==> config.mk <==
export PLATFORM = sky130hd
export DESIGN_NAME = dual_leaky_bucket_policer
export DESIGN_NICKNAME = d
export VERILOG_FILES = /design/src/core/dlb_policer_pkg.sv /design/src/core/dual_leaky_bucket_policer.sv
export SDC_FILE = /design/constraint.sdc
export NUM_CORES = 2
export LEC_CHECK = 0
export ABC_AREA = 1
export BUFFER_PORTS_ARGS = -buffer_cell sky130_fd_sc_hd__buf_2
export CAP_MARGIN = 30
export CORE_MARGIN = 5
export CORE_UTILIZATION = 35
export DETAILED_ROUTE_END_ITERATION = 7
export REMOVE_ABC_BUFFERS = 1
export SLEW_MARGIN = 15
export SYNTH_ARGS = -nofsm -noshare
export SYNTH_HDL_FRONTEND = slang
export SYNTH_SLANG_ARGS = --single-unit
==> constraint.sdc <==
create_clock -name sys_clk -period 5.15 [get_ports sys_clk]
set_clock_uncertainty 0.15 [all_clocks]
set_input_delay 0.7725 -clock sys_clk [delete_from_list [all_inputs] [get_ports sys_clk]]
set_output_delay 0.7725 -clock sys_clk [all_outputs]
set_load 0.01 [all_outputs]
==> src/core/dlb_policer_pkg.sv <==
// constants and carrier types for the dual leaky bucket policer
package dlb_policer_pkg;

    // register byte offsets
    localparam logic [7:0]  CTRL_OFFSET       = 8'h00;
    localparam logic [7:0]  STICKY_OFFSET     = 8'h04;
    localparam logic [7:0]  DUAL_CFG_OFFSET   = 8'h08;
    localparam logic [7:0]  TRIPLE_CFG_OFFSET = 8'h10;
    localparam logic [7:0]  RATE_CFG_OFFSET   = 8'h14;
    localparam logic [7:0]  LAST_OFFSET       = 8'h2C;

    // policer and bucket counts, fill and length widths
    localparam int          DUAL_POLICERS     = 2;
    localparam int          DUAL_BUCKETS      = 4;
    localparam int          ALL_BUCKETS       = 7;
    localparam int          FILL_W            = 20;
    localparam int          LEN_W             = 14;

    // control register fields
    localparam int          DRAIN_EN_BIT      = 0;
    localparam int          CHARGE_EN_BIT     = 1;
    localparam int          SVC_MASK_LSB      = 2;
    localparam int          BDL_MASK_LSB      = 4;
    localparam int          TICK_LSB          = 16;
    localparam logic [31:0] CTRL_WRITE_MASK   = 32'hFFFF003F;
    localparam logic [31:0] CTRL_RESET        = 32'h0064003C;

    // traffic mask bits
    localparam int          MASK_CPU_BIT      = 0;
    localparam int          MASK_FRONT_BIT    = 1;

    // sticky flag positions
    localparam int          DROP_BIT          = 0;
    localparam int          OPEN_BIT          = 1;
    localparam int          CIR_BIT           = 2;
    localparam int          PIR_BIT           = 3;

    // bucket arithmetic
    localparam logic [10:0] BURST_UNIT_ZEROS  = 11'h000;
    localparam logic [1:0]  MAX_PRECEDENCE    = 2'h3;

    typedef enum logic [1:0] {
        SEL_SERVICE = 2'b00,
        SEL_BUNDLE  = 2'b01,
        SEL_FLOOD   = 2'b10,
        SEL_NONE    = 2'b11
    } policer_sel_type;

    typedef struct packed {
        logic [6:0] frameSizeAdjust;
        logic [1:0] excessPrecedenceIncrement;
        logic       couplingFlag;
        logic [1:0] greenThresholdLevel;
        logic [1:0] granularitySelect;
    } dual_cfg_type;

    typedef struct packed {
        logic [6:0]  burstThreshold;
        logic [10:0] bucketRate;
    } bucket_cfg_type;

    typedef struct packed {
        logic [6:0] frameSizeAdjust;
        logic [1:0] excessPrecedenceIncrement;
        logic [1:0] granularitySelect;
    } triple_cfg_type;

    typedef struct packed {
        logic            valid;
        policer_sel_type policer;
        logic [1:0]      floodClass;
        logic            toCpu;
        logic [1:0]      framePrecedence;
        logic [13:0]     length;
    } frame_in_type;

    typedef struct packed {
        logic       valid;
        logic       drop;
        logic       yellow;
        logic [1:0] framePrecedence;
    } frame_out_type;

endpackage : dlb_policer_pkg

==> src/core/dual_leaky_bucket_policer.sv <==
// dual and triple leaky bucket frame policer with apb registers
//
// Decided for this implementation: the register addresses and the APB interface to the registers.
`timescale 1ns/1ns

//Contract
//- each dual entry has a 2-bit granularity select for both buckets
//- precedence at or below green threshold is green, above is yellow
//- green threshold 3 makes every frame green, color-blind
//- committed overflow raises precedence by the increment field
//- a 7-bit gap value adjusts the counted frame size
//- each bucket rate is an 11-bit field, 2048 steps
//- burst threshold is 7 bits in 2 kilobyte units, 254 kilobytes max
//- traffic mask selects processor frames, front port frames or both
//- policing acts only with both drain and charge enables set
//- a base tick count sets the rate unit for the group
//- sticky flag on every dual policer drop until software clears
//- sticky flag when traffic passes without committed or peak policing
//- separate sticky flags for committed and peak rate exceeded
//- flood entry holds three buckets, 7-bit threshold, 11-bit rate each
//- flood entry has a shared 2-bit granularity select
//- flood entry has 2-bit precedence increment and 7-bit gap
//- gap is signed, minus 64 to plus 63 bytes, added to length
module dual_leaky_bucket_policer
    import dlb_policer_pkg::*;
(
    input  wire logic          sys_clk,
    input  wire logic          rstn,
    input  wire logic          psel,
    input  wire logic          penable,
    input  wire logic          pwrite,
    input  wire logic [7:0]    paddr,
    input  wire logic [31:0]   pwdata,
    output logic      [31:0]   prdata,
    output logic               pready,
    output logic               pslverr,
    input  wire frame_in_type  frameIn,
    output frame_out_type      frameOut
);

    logic [31:0]      ctrl;
    logic [3:0]       sticky;
    logic [3:0]       stickySet;
    logic [3:0]       stickyClr;
    dual_cfg_type     dualCfg [DUAL_POLICERS];
    triple_cfg_type   tripleCfg;
    bucket_cfg_type   bucketCfg [ALL_BUCKETS];
    logic [FILL_W-1:0] fill [ALL_BUCKETS];
    logic [ALL_BUCKETS-1:0] inProfile;
    logic [ALL_BUCKETS-1:0] chargeVec;
    logic [FILL_W-1:0] chargeLen;
    logic [15:0]      tickCnt;
    logic             tick;
    logic             accessNow;
    logic [31:0]      readData;
    logic             regMapped;
    logic             policingOn;
    logic             dualIdx;
    dual_cfg_type     cfg;
    logic [1:0]       dualMask;
    logic             maskHit;
    logic             dualHit;
    logic             isGreen;
    logic [2:0]       b0Idx;
    logic [2:0]       b1Idx;
    logic [2:0]       floodIdx;
    frame_out_type    next_frameOut;

    // signed gap added to length, never below zero
    function automatic logic [FILL_W-1:0] adjustLen(
        input logic [LEN_W-1:0] len,
        input logic [6:0]       gap
    );
        logic signed [15:0] sum;
        sum = signed'({2'b00, len}) + signed'({{9{gap[6]}}, gap});
        return (sum < 0) ? '0 : {4'h0, sum[15:0]};
    endfunction : adjustLen

    function automatic logic [FILL_W-1:0] burstLimit(input bucket_cfg_type c);
        return {2'b00, c.burstThreshold, BURST_UNIT_ZEROS};
    endfunction : burstLimit

    // granularity scales the rate by four per step
    function automatic logic [FILL_W-1:0] drainAmount(
        input logic [10:0] rate,
        input logic [1:0]  gran
    );
        return {9'h000, rate} << {gran, 1'b0};
    endfunction : drainAmount

    // saturates at the highest precedence rather than wrapping
    function automatic logic [1:0] raisePrec(
        input logic [1:0] dp,
        input logic [1:0] inc
    );
        logic [2:0] sum;
        sum = {1'b0, dp} + {1'b0, inc};
        return sum[2] ? MAX_PRECEDENCE : sum[1:0];
    endfunction : raisePrec

    // apb slave: one wait state, answer registered
    assign accessNow = psel && penable && !pready;

    always_comb begin
        readData  = '0;
        regMapped = (paddr[1:0] == 2'b00) && (paddr <= LAST_OFFSET);
        case (paddr)
            CTRL_OFFSET:       readData = ctrl;
            STICKY_OFFSET:     readData = {28'h0, sticky};
            DUAL_CFG_OFFSET:   readData = {18'h0, dualCfg[0]};
            DUAL_CFG_OFFSET + 8'h04: readData = {18'h0, dualCfg[1]};
            TRIPLE_CFG_OFFSET: readData = {21'h0, tripleCfg};
            default: begin
                for (int i = 0; i < ALL_BUCKETS; i++) begin
                    if (paddr == RATE_CFG_OFFSET + 8'(4 * i)) begin
                        readData = {14'h0, bucketCfg[i]};
                    end
                end
            end
        endcase
    end

    always_ff @(posedge sys_clk) begin
        if (!rstn) begin
            pready  <= 1'b0;
            pslverr <= 1'b0;
            prdata  <= '0;
        end else begin
            pready  <= accessNow;
            pslverr <= accessNow && !regMapped;
            if (accessNow && !pwrite) begin
                prdata <= regMapped ? readData : '0;
            end
        end
    end

    always_ff @(posedge sys_clk) begin
        if (!rstn) begin
            ctrl      <= CTRL_RESET;
            dualCfg[0] <= '0;
            dualCfg[1] <= '0;
            tripleCfg <= '0;
            for (int i = 0; i < ALL_BUCKETS; i++) begin
                bucketCfg[i] <= '0;
            end
        end else if (accessNow && pwrite) begin
            case (paddr)
                CTRL_OFFSET:       ctrl <= pwdata & CTRL_WRITE_MASK;
                DUAL_CFG_OFFSET:   dualCfg[0] <= pwdata[13:0];
                DUAL_CFG_OFFSET + 8'h04: dualCfg[1] <= pwdata[13:0];
                TRIPLE_CFG_OFFSET: tripleCfg <= pwdata[10:0];
                default: begin
                    for (int i = 0; i < ALL_BUCKETS; i++) begin
                        if (paddr == RATE_CFG_OFFSET + 8'(4 * i)) begin
                            bucketCfg[i] <= pwdata[17:0];
                        end
                    end
                end
            endcase
        end
    end

    // write one to clear; a same-cycle event keeps its flag
    assign stickyClr = (accessNow && pwrite && paddr == STICKY_OFFSET)
                     ? pwdata[3:0] : 4'h0;

    always_ff @(posedge sys_clk) begin
        if (!rstn) begin
            sticky <= '0;
        end else begin
            sticky <= (sticky & ~stickyClr) | stickySet;
        end
    end

    // base tick every count plus one cycles
    always_ff @(posedge sys_clk) begin
        if (!rstn) begin
            tickCnt <= '0;
            tick    <= 1'b0;
        end else if (tickCnt >= ctrl[TICK_LSB +: 16]) begin
            tickCnt <= '0;
            tick    <= 1'b1;
        end else begin
            tickCnt <= tickCnt + 16'h0001;
            tick    <= 1'b0;
        end
    end

    // frame decision
    assign policingOn = ctrl[DRAIN_EN_BIT] && ctrl[CHARGE_EN_BIT];
    assign dualIdx    = (frameIn.policer == SEL_BUNDLE);
    assign cfg        = dualCfg[dualIdx];
    assign dualMask   = dualIdx ? ctrl[BDL_MASK_LSB +: 2]
                                : ctrl[SVC_MASK_LSB +: 2];
    assign maskHit    = frameIn.toCpu ? dualMask[MASK_CPU_BIT]
                                      : dualMask[MASK_FRONT_BIT];
    assign dualHit    = frameIn.valid && policingOn && maskHit
                     && (frameIn.policer == SEL_SERVICE
                      || frameIn.policer == SEL_BUNDLE);
    // threshold 3 covers every precedence, so color-blind falls out
    assign isGreen    = frameIn.framePrecedence
                     <= cfg.greenThresholdLevel;
    assign b0Idx      = {1'b0, dualIdx, 1'b0};
    assign b1Idx      = {1'b0, dualIdx, 1'b1};
    assign floodIdx   = 3'h4 + {1'b0, frameIn.floodClass};

    always_comb begin
        next_frameOut = '{valid: frameIn.valid, drop: 1'b0, yellow: 1'b0,
                          framePrecedence: frameIn.framePrecedence};
        chargeVec = '0;
        stickySet = '0;
        chargeLen = (frameIn.policer == SEL_FLOOD)
                  ? adjustLen(frameIn.length, tripleCfg.frameSizeAdjust)
                  : adjustLen(frameIn.length, cfg.frameSizeAdjust);
        if (frameIn.valid && policingOn) begin
            unique case (frameIn.policer)
                SEL_SERVICE, SEL_BUNDLE: begin
                    if (!maskHit) begin
                        next_frameOut.valid = frameIn.valid;
                    end else if (isGreen && inProfile[b0Idx]) begin
                        chargeVec[b0Idx] = 1'b1;
                        // coupled bucket 1 tracks the total, so green
                        // traffic is charged there too
                        chargeVec[b1Idx] = cfg.couplingFlag;
                        stickySet[OPEN_BIT] = 1'b1;
                    end else begin
                        stickySet[CIR_BIT] = isGreen;
                        if (inProfile[b1Idx]) begin
                            chargeVec[b1Idx] = 1'b1;
                            next_frameOut.yellow = 1'b1;
                            if (isGreen) begin
                                next_frameOut.framePrecedence = raisePrec(
                                    frameIn.framePrecedence,
                                    cfg.excessPrecedenceIncrement);
                            end
                        end else begin
                            next_frameOut.drop = 1'b1;
                            stickySet[PIR_BIT]  = 1'b1;
                            stickySet[DROP_BIT] = 1'b1;
                        end
                    end
                end
                SEL_FLOOD: begin
                    // class 3 has no bucket and passes untouched
                    if (frameIn.floodClass == 2'h3) begin
                        next_frameOut.valid = frameIn.valid;
                    end else if (inProfile[floodIdx]) begin
                        chargeVec[floodIdx] = 1'b1;
                    end else if (tripleCfg.excessPrecedenceIncrement
                                 != 2'h0) begin
                        next_frameOut.yellow = 1'b1;
                        next_frameOut.framePrecedence = raisePrec(
                            frameIn.framePrecedence,
                            tripleCfg.excessPrecedenceIncrement);
                    end else begin
                        next_frameOut.drop = 1'b1;
                    end
                end
                SEL_NONE: begin
                    next_frameOut.valid = frameIn.valid;
                end
            endcase
        end
    end

    always_ff @(posedge sys_clk) begin
        if (!rstn) begin
            frameOut <= '0;
        end else begin
            frameOut <= next_frameOut;
        end
    end

    // buckets 0-3 belong to the two dual policers, 4-6 to flood classes
    for (genvar g = 0; g < ALL_BUCKETS; g++) begin : bucketGen
        logic [1:0]        gran;
        logic [FILL_W-1:0] drain;
        logic [FILL_W-1:0] drained;
        if (g < DUAL_BUCKETS) begin : dualGran
            assign gran = dualCfg[g / 2].granularitySelect;
        end else begin : floodGran
            assign gran = tripleCfg.granularitySelect;
        end
        assign drain = drainAmount(bucketCfg[g].bucketRate, gran);
        assign drained = (tick && ctrl[DRAIN_EN_BIT])
                       ? ((fill[g] > drain) ? fill[g] - drain : '0)
                       : fill[g];
        assign inProfile[g] = fill[g] <= burstLimit(bucketCfg[g]);
        always_ff @(posedge sys_clk) begin
            if (!rstn) begin
                fill[g] <= '0;
            end else begin
                fill[g] <= drained + (chargeVec[g] ? chargeLen : '0);
            end
        end
    end

    color_blind_a: assert property (@(posedge sys_clk) disable iff (!rstn)
        dualHit && cfg.greenThresholdLevel == 2'h3 && inProfile[b0Idx]
        |=> frameOut.valid && !frameOut.yellow && !frameOut.drop)
        else $error("color-blind frame not treated as green");

    yellow_class_a: assert property (@(posedge sys_clk) disable iff (!rstn)
        dualHit && frameIn.framePrecedence > cfg.greenThresholdLevel
        |=> frameOut.yellow || frameOut.drop)
        else $error("yellow frame passed as green");

    dp_raise_a: assert property (@(posedge sys_clk) disable iff (!rstn)
        dualHit && isGreen && !inProfile[b0Idx] && inProfile[b1Idx]
        |=> frameOut.framePrecedence == raisePrec(
            $past(frameIn.framePrecedence),
            $past(cfg.excessPrecedenceIncrement)))
        else $error("excess precedence not raised by increment");

    policing_gate_a: assert property (@(posedge sys_clk) disable iff (!rstn)
        frameIn.valid && !policingOn
        |=> frameOut.valid && !frameOut.drop && !frameOut.yellow)
        else $error("policing acted while globally disabled");

    drop_sticky_a: assert property (@(posedge sys_clk) disable iff (!rstn)
        dualHit && !inProfile[b1Idx] && !(isGreen && inProfile[b0Idx])
        |=> frameOut.drop && sticky[DROP_BIT] && sticky[PIR_BIT])
        else $error("excess failure not dropped and flagged");

    sticky_hold_a: assert property (@(posedge sys_clk) disable iff (!rstn)
        sticky[DROP_BIT] && !stickyClr[DROP_BIT] |=> sticky[DROP_BIT])
        else $error("drop flag lost without a clear");

    open_flag_a: assert property (@(posedge sys_clk) disable iff (!rstn)
        dualHit && isGreen && inProfile[b0Idx]
        |=> sticky[OPEN_BIT] && !frameOut.drop)
        else $error("in-profile pass not flagged");

    cir_flag_a: assert property (@(posedge sys_clk) disable iff (!rstn)
        dualHit && isGreen && !inProfile[b0Idx] |=> sticky[CIR_BIT])
        else $error("committed overflow not flagged");

    mask_skip_a: assert property (@(posedge sys_clk) disable iff (!rstn)
        frameIn.valid && policingOn && !maskHit
        && frameIn.policer inside {SEL_SERVICE, SEL_BUNDLE}
        |=> !frameOut.drop && !frameOut.yellow)
        else $error("masked traffic type was policed");

    tick_space_a: assert property (@(posedge sys_clk) disable iff (!rstn)
        tick && ctrl[TICK_LSB +: 16] != 16'h0000
        && $stable(ctrl[TICK_LSB +: 16]) |=> !tick)
        else $error("base ticks closer than the tick count");

endmodule : dual_leaky_bucket_policer

After elaboration in Yosys (flattened, before gate mapping)
Memories as Yosys holds them, arrays and structs flattened.
Index checks and enable logic that the tools add are counted.
- memories: 3
- RAM bits: 294
- input bits: 67
- bits in registers: 93
- bitwise operators: 20
- multiplexer cells: 138
- $add $sub $neg: 20
- order comparisons: 25
- shift operators: 7
- equality and inequality tests: 15
- reduce and logical (&&, ||, !) cells: 28
- memories (name ; depth ; width ; rd ports ; clocked after Yosys merged registers in ; wr ports ; RTL line ; source):
    fill ; 7 ; 20 ; 7 ; 0 ; 7 ; dual_leaky_bucket_policer.sv:48 ; logic [FILL_W-1:0] fill [ALL_BUCKETS];
    bucketCfg ; 7 ; 18 ; 7 ; 0 ; 7 ; dual_leaky_bucket_policer.sv:47 ; bucket_cfg_type bucketCfg [ALL_BUCKETS];
    dualCfg ; 2 ; 14 ; 3 ; 0 ; 2 ; dual_leaky_bucket_policer.sv:45 ; dual_cfg_type dualCfg [DUAL_POLICERS];
- operators by type and width (operator ; number):
    $mux W20 ; 21
    $mux W32 ; 7
    $mux W16 ; 10
    $pmux W32 S5 ; 1
    $mux W18 ; 8
    $add A20 B16 Y20 ; 7
    $gt A20 B20 Y1 ; 7
    $le A20 B18 Y1 ; 7
    $shl A11 B3 Y20 ; 7
    $sub A20 B20 Y20 ; 7
    $mux W1 ; 60
    $mux W4 ; 9
    $mux W7 ; 5
    $add A15 B7 Y16 ; 2
    $eq A8 B5 Y1 const B ; 4
    $eq A8 B6 Y1 const B ; 4
    $lt A16 B1 Y1 const B ; 2
    $mux W14 ; 2
    $add A16 B1 Y16 const B ; 1
    $eq A8 B4 Y1 const B ; 2
    $ge A16 B16 Y1 ; 1
    $or A1 B1 Y1 ; 16
    $logic_and A1 B1 Y1 ; 14
    $pmux W7 S2 ; 1
    30 further kinds ; 48

Longest topological paths before layout
- depth in word-level cells: 13
- depth in mapped cells: 34

Worst setup path after synthesis
No wires, ideal clock.
- path kind: in2reg
- start point: input frameIn[19] (netlist name)
- end point: memory fill[6][12]
- stages on the path: 25
- data required time: 4.942 ns
- library setup time: 0.058 ns
- data arrival time: 4.861 ns
- setup slack: 0.082 ns
- path buffers: 1
- path through: inv_2 nor2_4 inv_2 o21ai_1 ha_1 a21o_1 a21o_1 a31oi_1 nand2_1 nand2_1 nand2_2 nand3_1 and2_1 clkbuf_1 nor2_1 ha_1 fa_1 nand3_1 nand3_1 a31oi_1 o21ai_0 a21boi_0 o21ai_0 a21oi_1 o21a_1
- RTL lines (item ; RTL line ; source):
    from (decl) ; dual_leaky_bucket_policer.sv:37 ; input wire frame_in_type frameIn,
    to (decl) ; dual_leaky_bucket_policer.sv:48 ;

==> metrics.md <==
| Metric | Value |
|---|---|
| Status | `finished clean` |
| DP HPWL | `100200 um` |
| Final setup TNS | `0 ns` |
| Setup violations, final | `0` |
| Max Cap Viol | `0` |
| Highest clock rate | `0.2072 GHz` |
| Synth Area per Inst | `6.615 um^2` |
| WP data arrival | `5.22 ns` |
| DR iter-0 viols | `3386` |
| CP Class | `flop to flop` |
| Crit start category | `flop` |
| Synthesis-to-finish area growth | `16.93%` |
| Final worst path period share | `93.73%` |
| Setup ws final | `approximately 0.32 ns` |
| Per-cell routed wire length | `around 19 um` |
| Share of cells above drive strength 1 | `10.58%` |
| Pin count of the biggest net entering global routing | `122` |
| CTS buffer count | `47` |
| Core Box Area | `roughly 95000 um^2` |
| Critical Path End Type | `flop` |
| Slowest stage delay, CP | `around 0.48 ns` |
| Chip Height | `~320 um` |
| Die Area | `between 100000 and 150000 um^2` |
| R2R setup slack | `0.32 ns` |
| Synth cell types | `53` |
| Pwr Total | `between 7 and 8 mW` |
| Synth Register Bits | `387` |
| Pre-CTS setup slack | `-0.3739 ns` |
| CTS clk-pin slew, worst paths | `~0.07 ns` |
| FILL cells | `10100` |
| DRC viols | `0` |
| Mapped Cells | `5061` |
| Worst r2r path cells | `25` |
| Initial core utilization | `35.24%` |
| Remaining Overflow, GRT | `0` |
| Hold/Removal Path Class | `input port to flop` |
| Cts hold-fix bufs | `0` |
| Clk Latency, worst-skew pair | `0.61 ns` |
| Vias per cell | `5.287` |
| Slew headroom | `32.00%` |
| Final Hold Fails | `0` |
| Ys Warns | `0` |
| TritonCTS clock tree | `yes` |
| Worst slew pin tran | `1.020 ns` |
| WHS | `between 0.2 and 0.25 ns` |
| Worst-path fanout max | `13` |
| HP Start | `pwdata[22]` |
| Register Area | `9290 um^2` |
| Clk sinks | `just under 400` |
| Register area share after synthesis | `between 20% and 30%` |
| Synthesized area | `33480 um^2` |
| Commonest non-fill, non-tap cell in the layout | `nand2_1` |
| Cell Area, Placed | `37380 um^2` |
| Hold depth | `3` |
| Initial DRT Pass Iterations | `6` |
| Routed via count | `~35000` |
| Post-route ant nets | `0` |
| RD Place Congestion | `0.9897` |
| Worst Hold Path EP | `ctrl[22]` |
| Worst vdd ir | `0.3035 mV` |
| R2r endpoint | `fill[6][12]` |
| IO Count | `106` |
| Fin crit period | `4.827 ns` |
| Final non-filler cell total | `6663` |
| Placed insts | `6565` |
| Tot GR Track Use | `23.68%` |
| Bufs on Longest Clock Path | `3` |
| Asr flop ratio synth | `0%` |
| Most frequent cells in the layout | `nand2_1 (1232), inv_1 (593), nor2_1 (586)` |
| Die X | `roughly 320 um` |
| Top FF cell, synth | `dfxtp_1` |
| Power Density | `around 200 nW/um^2` |
| Slew Limit Fails | `0` |
| First-pass GRT wire length | `190800 um` |
| Final Instance Area | `39150 um^2` |
| Multi-input gate area | `21390 um^2` |
| I/O Buffers | `105` |
| Reg-to-reg startpoint | `bucketGen[4].gran[0]` |
| DRT Wirelength | `roughly 130000 um` |
| Post-Route Utilization | `41.20%` |
| RSZ-0062 raised after global routing | `true` |
| WP data required | `around 5.5 ns` |
| Number of flops mapped to enable cells by yosys | `154` |
| H-tree Lvls | `2` |
| Nets | `5766` |
| Slowest CP cell | `fa_1` |
| Vias in the first global route | `32800` |
| Root buffer cell | `clkbuf_16` |
| Initial antenna violation count | `6` |
| Pleak | `around 19 nW` |
| Std-Cell Rows | `113` |
[worst max path at each step]
stage,endpoint,startpoint,slack [ns]
6_report,fill[6][12],bucketGen[4].gran[0],0.32
5_1_grt,fill[0][18],dualCfg[0][0],-0.03
4_1_cts,fill[1][18],frameIn[20],0.22
3_5_place_dp,fill[1][18],frameIn[20],-0.37
3_3_place_gp,fill[1][12],frameIn[20],-0.40
2_1_floorplan,fill[6][12],ctrl[0],-0.66
[worst max-delay path, delay by kind of cell (launching register included)]
family | cells | cell delay [ns]
buffers and inverters | 3 | 0.38
AND/OR/NAND/NOR | 11 | 1.30
adder cells (fa/ha/maj) | 4 | 1.41
AO/OA/AOI/OAI | 7 | 1.15
flip-flops | 1 | 0.35
[final cells by class]
| cell class | count | area share, % |
|---|---|---|
| multi-input cells | 3911 | 54.64 |
| flip-flops and latches | 387 | 23.73 |
| repair buffers | 388 | 7.540 |
| inverters | 622 | 5.999 |
| well taps | 1265 | 4.043 |
| clock buffers | 59 | 3.250 |
| clock inverters | 29 | 0.7862 |
| diodes | 2 | 0.01278 |
[timing repair]
| item | CTS | global route |
|---|---|---|
| buffers inserted | 0 | 8 |
| setup endpoints to repair | 0 | 50 |
| gates resized for setup | 0 | 50 |
[Yosys cell counts, types with 19 or more instances]
library cell | n | area, um^2
a21oi_1 | 467 | 2337
a31oi_1 | 30 | 187.7
clkbuf_1 | 108 | 405.4
dfxtp_1 | 233 | 4664
edfxtp_1 | 154 | 4624
ha_1 | 324 | 4054
inv_1 | 596 | 2237
nand2_1 | 1235 | 4636
nand3_1 | 269 | 1346
nand3b_1 | 19 | 142.6
nand4_1 | 63 | 394.1
nor2_1 | 590 | 2215
nor3_1 | 44 | 220.2
o211ai_1 | 21 | 157.7
o21a_1 | 37 | 277.8
o21ai_0 | 399 | 1997
o21ai_1 | 20 | 100.1
o22ai_1 | 70 | 437.9
or2_2 | 31 | 193.9
xnor2_1 | 57 | 499.2
xor2_1 | 54 | 473.0
[kinds of logic (layout without fill, tap and decap cells)]
logic type,after synthesis,count (layout),share of synthesized area (%)
AO/OA/AOI/OAI,1135,1135,18.61
multiplexers,11,11,0.3289
AND/OR/NAND/NOR,2312,2312,28.57
XOR/XNOR,111,111,2.904
other,0,2,0
flip-flops,387,387,27.75
buffers and inverters,763,1098,8.656
adder cells (fa/ha/maj),342,342,13.19
[registers in the layout (all words and copies together), names as in the netlist, 5 cells and up]
signal / count
dualCfg: 28
bucketCfg: 126
tickCnt: 16
fill: 140
tripleCfg: 9
frameOut: 5
ctrl: 22
prdata: 32
[metal layers]
metal,track usage (%),routed length [um],vias up
li1,-,-,17550
met1,31.19,53980,16060
met2,38.13,55540,1339
met3,4.864,10950,263
met4,9.459,6354,8
met5,0,48,-
[power by group]
part / internal [mW] / total, mW / switching (mW)
combinational: 0.396 / 1.19 / 0.790
clock: 1.98 / 3.47 / 1.50
sequential: 3.24 / 3.29 / 0.0511
total: 5.61 / 7.95 / 2.34
Power figures use the tool's default switching activity.
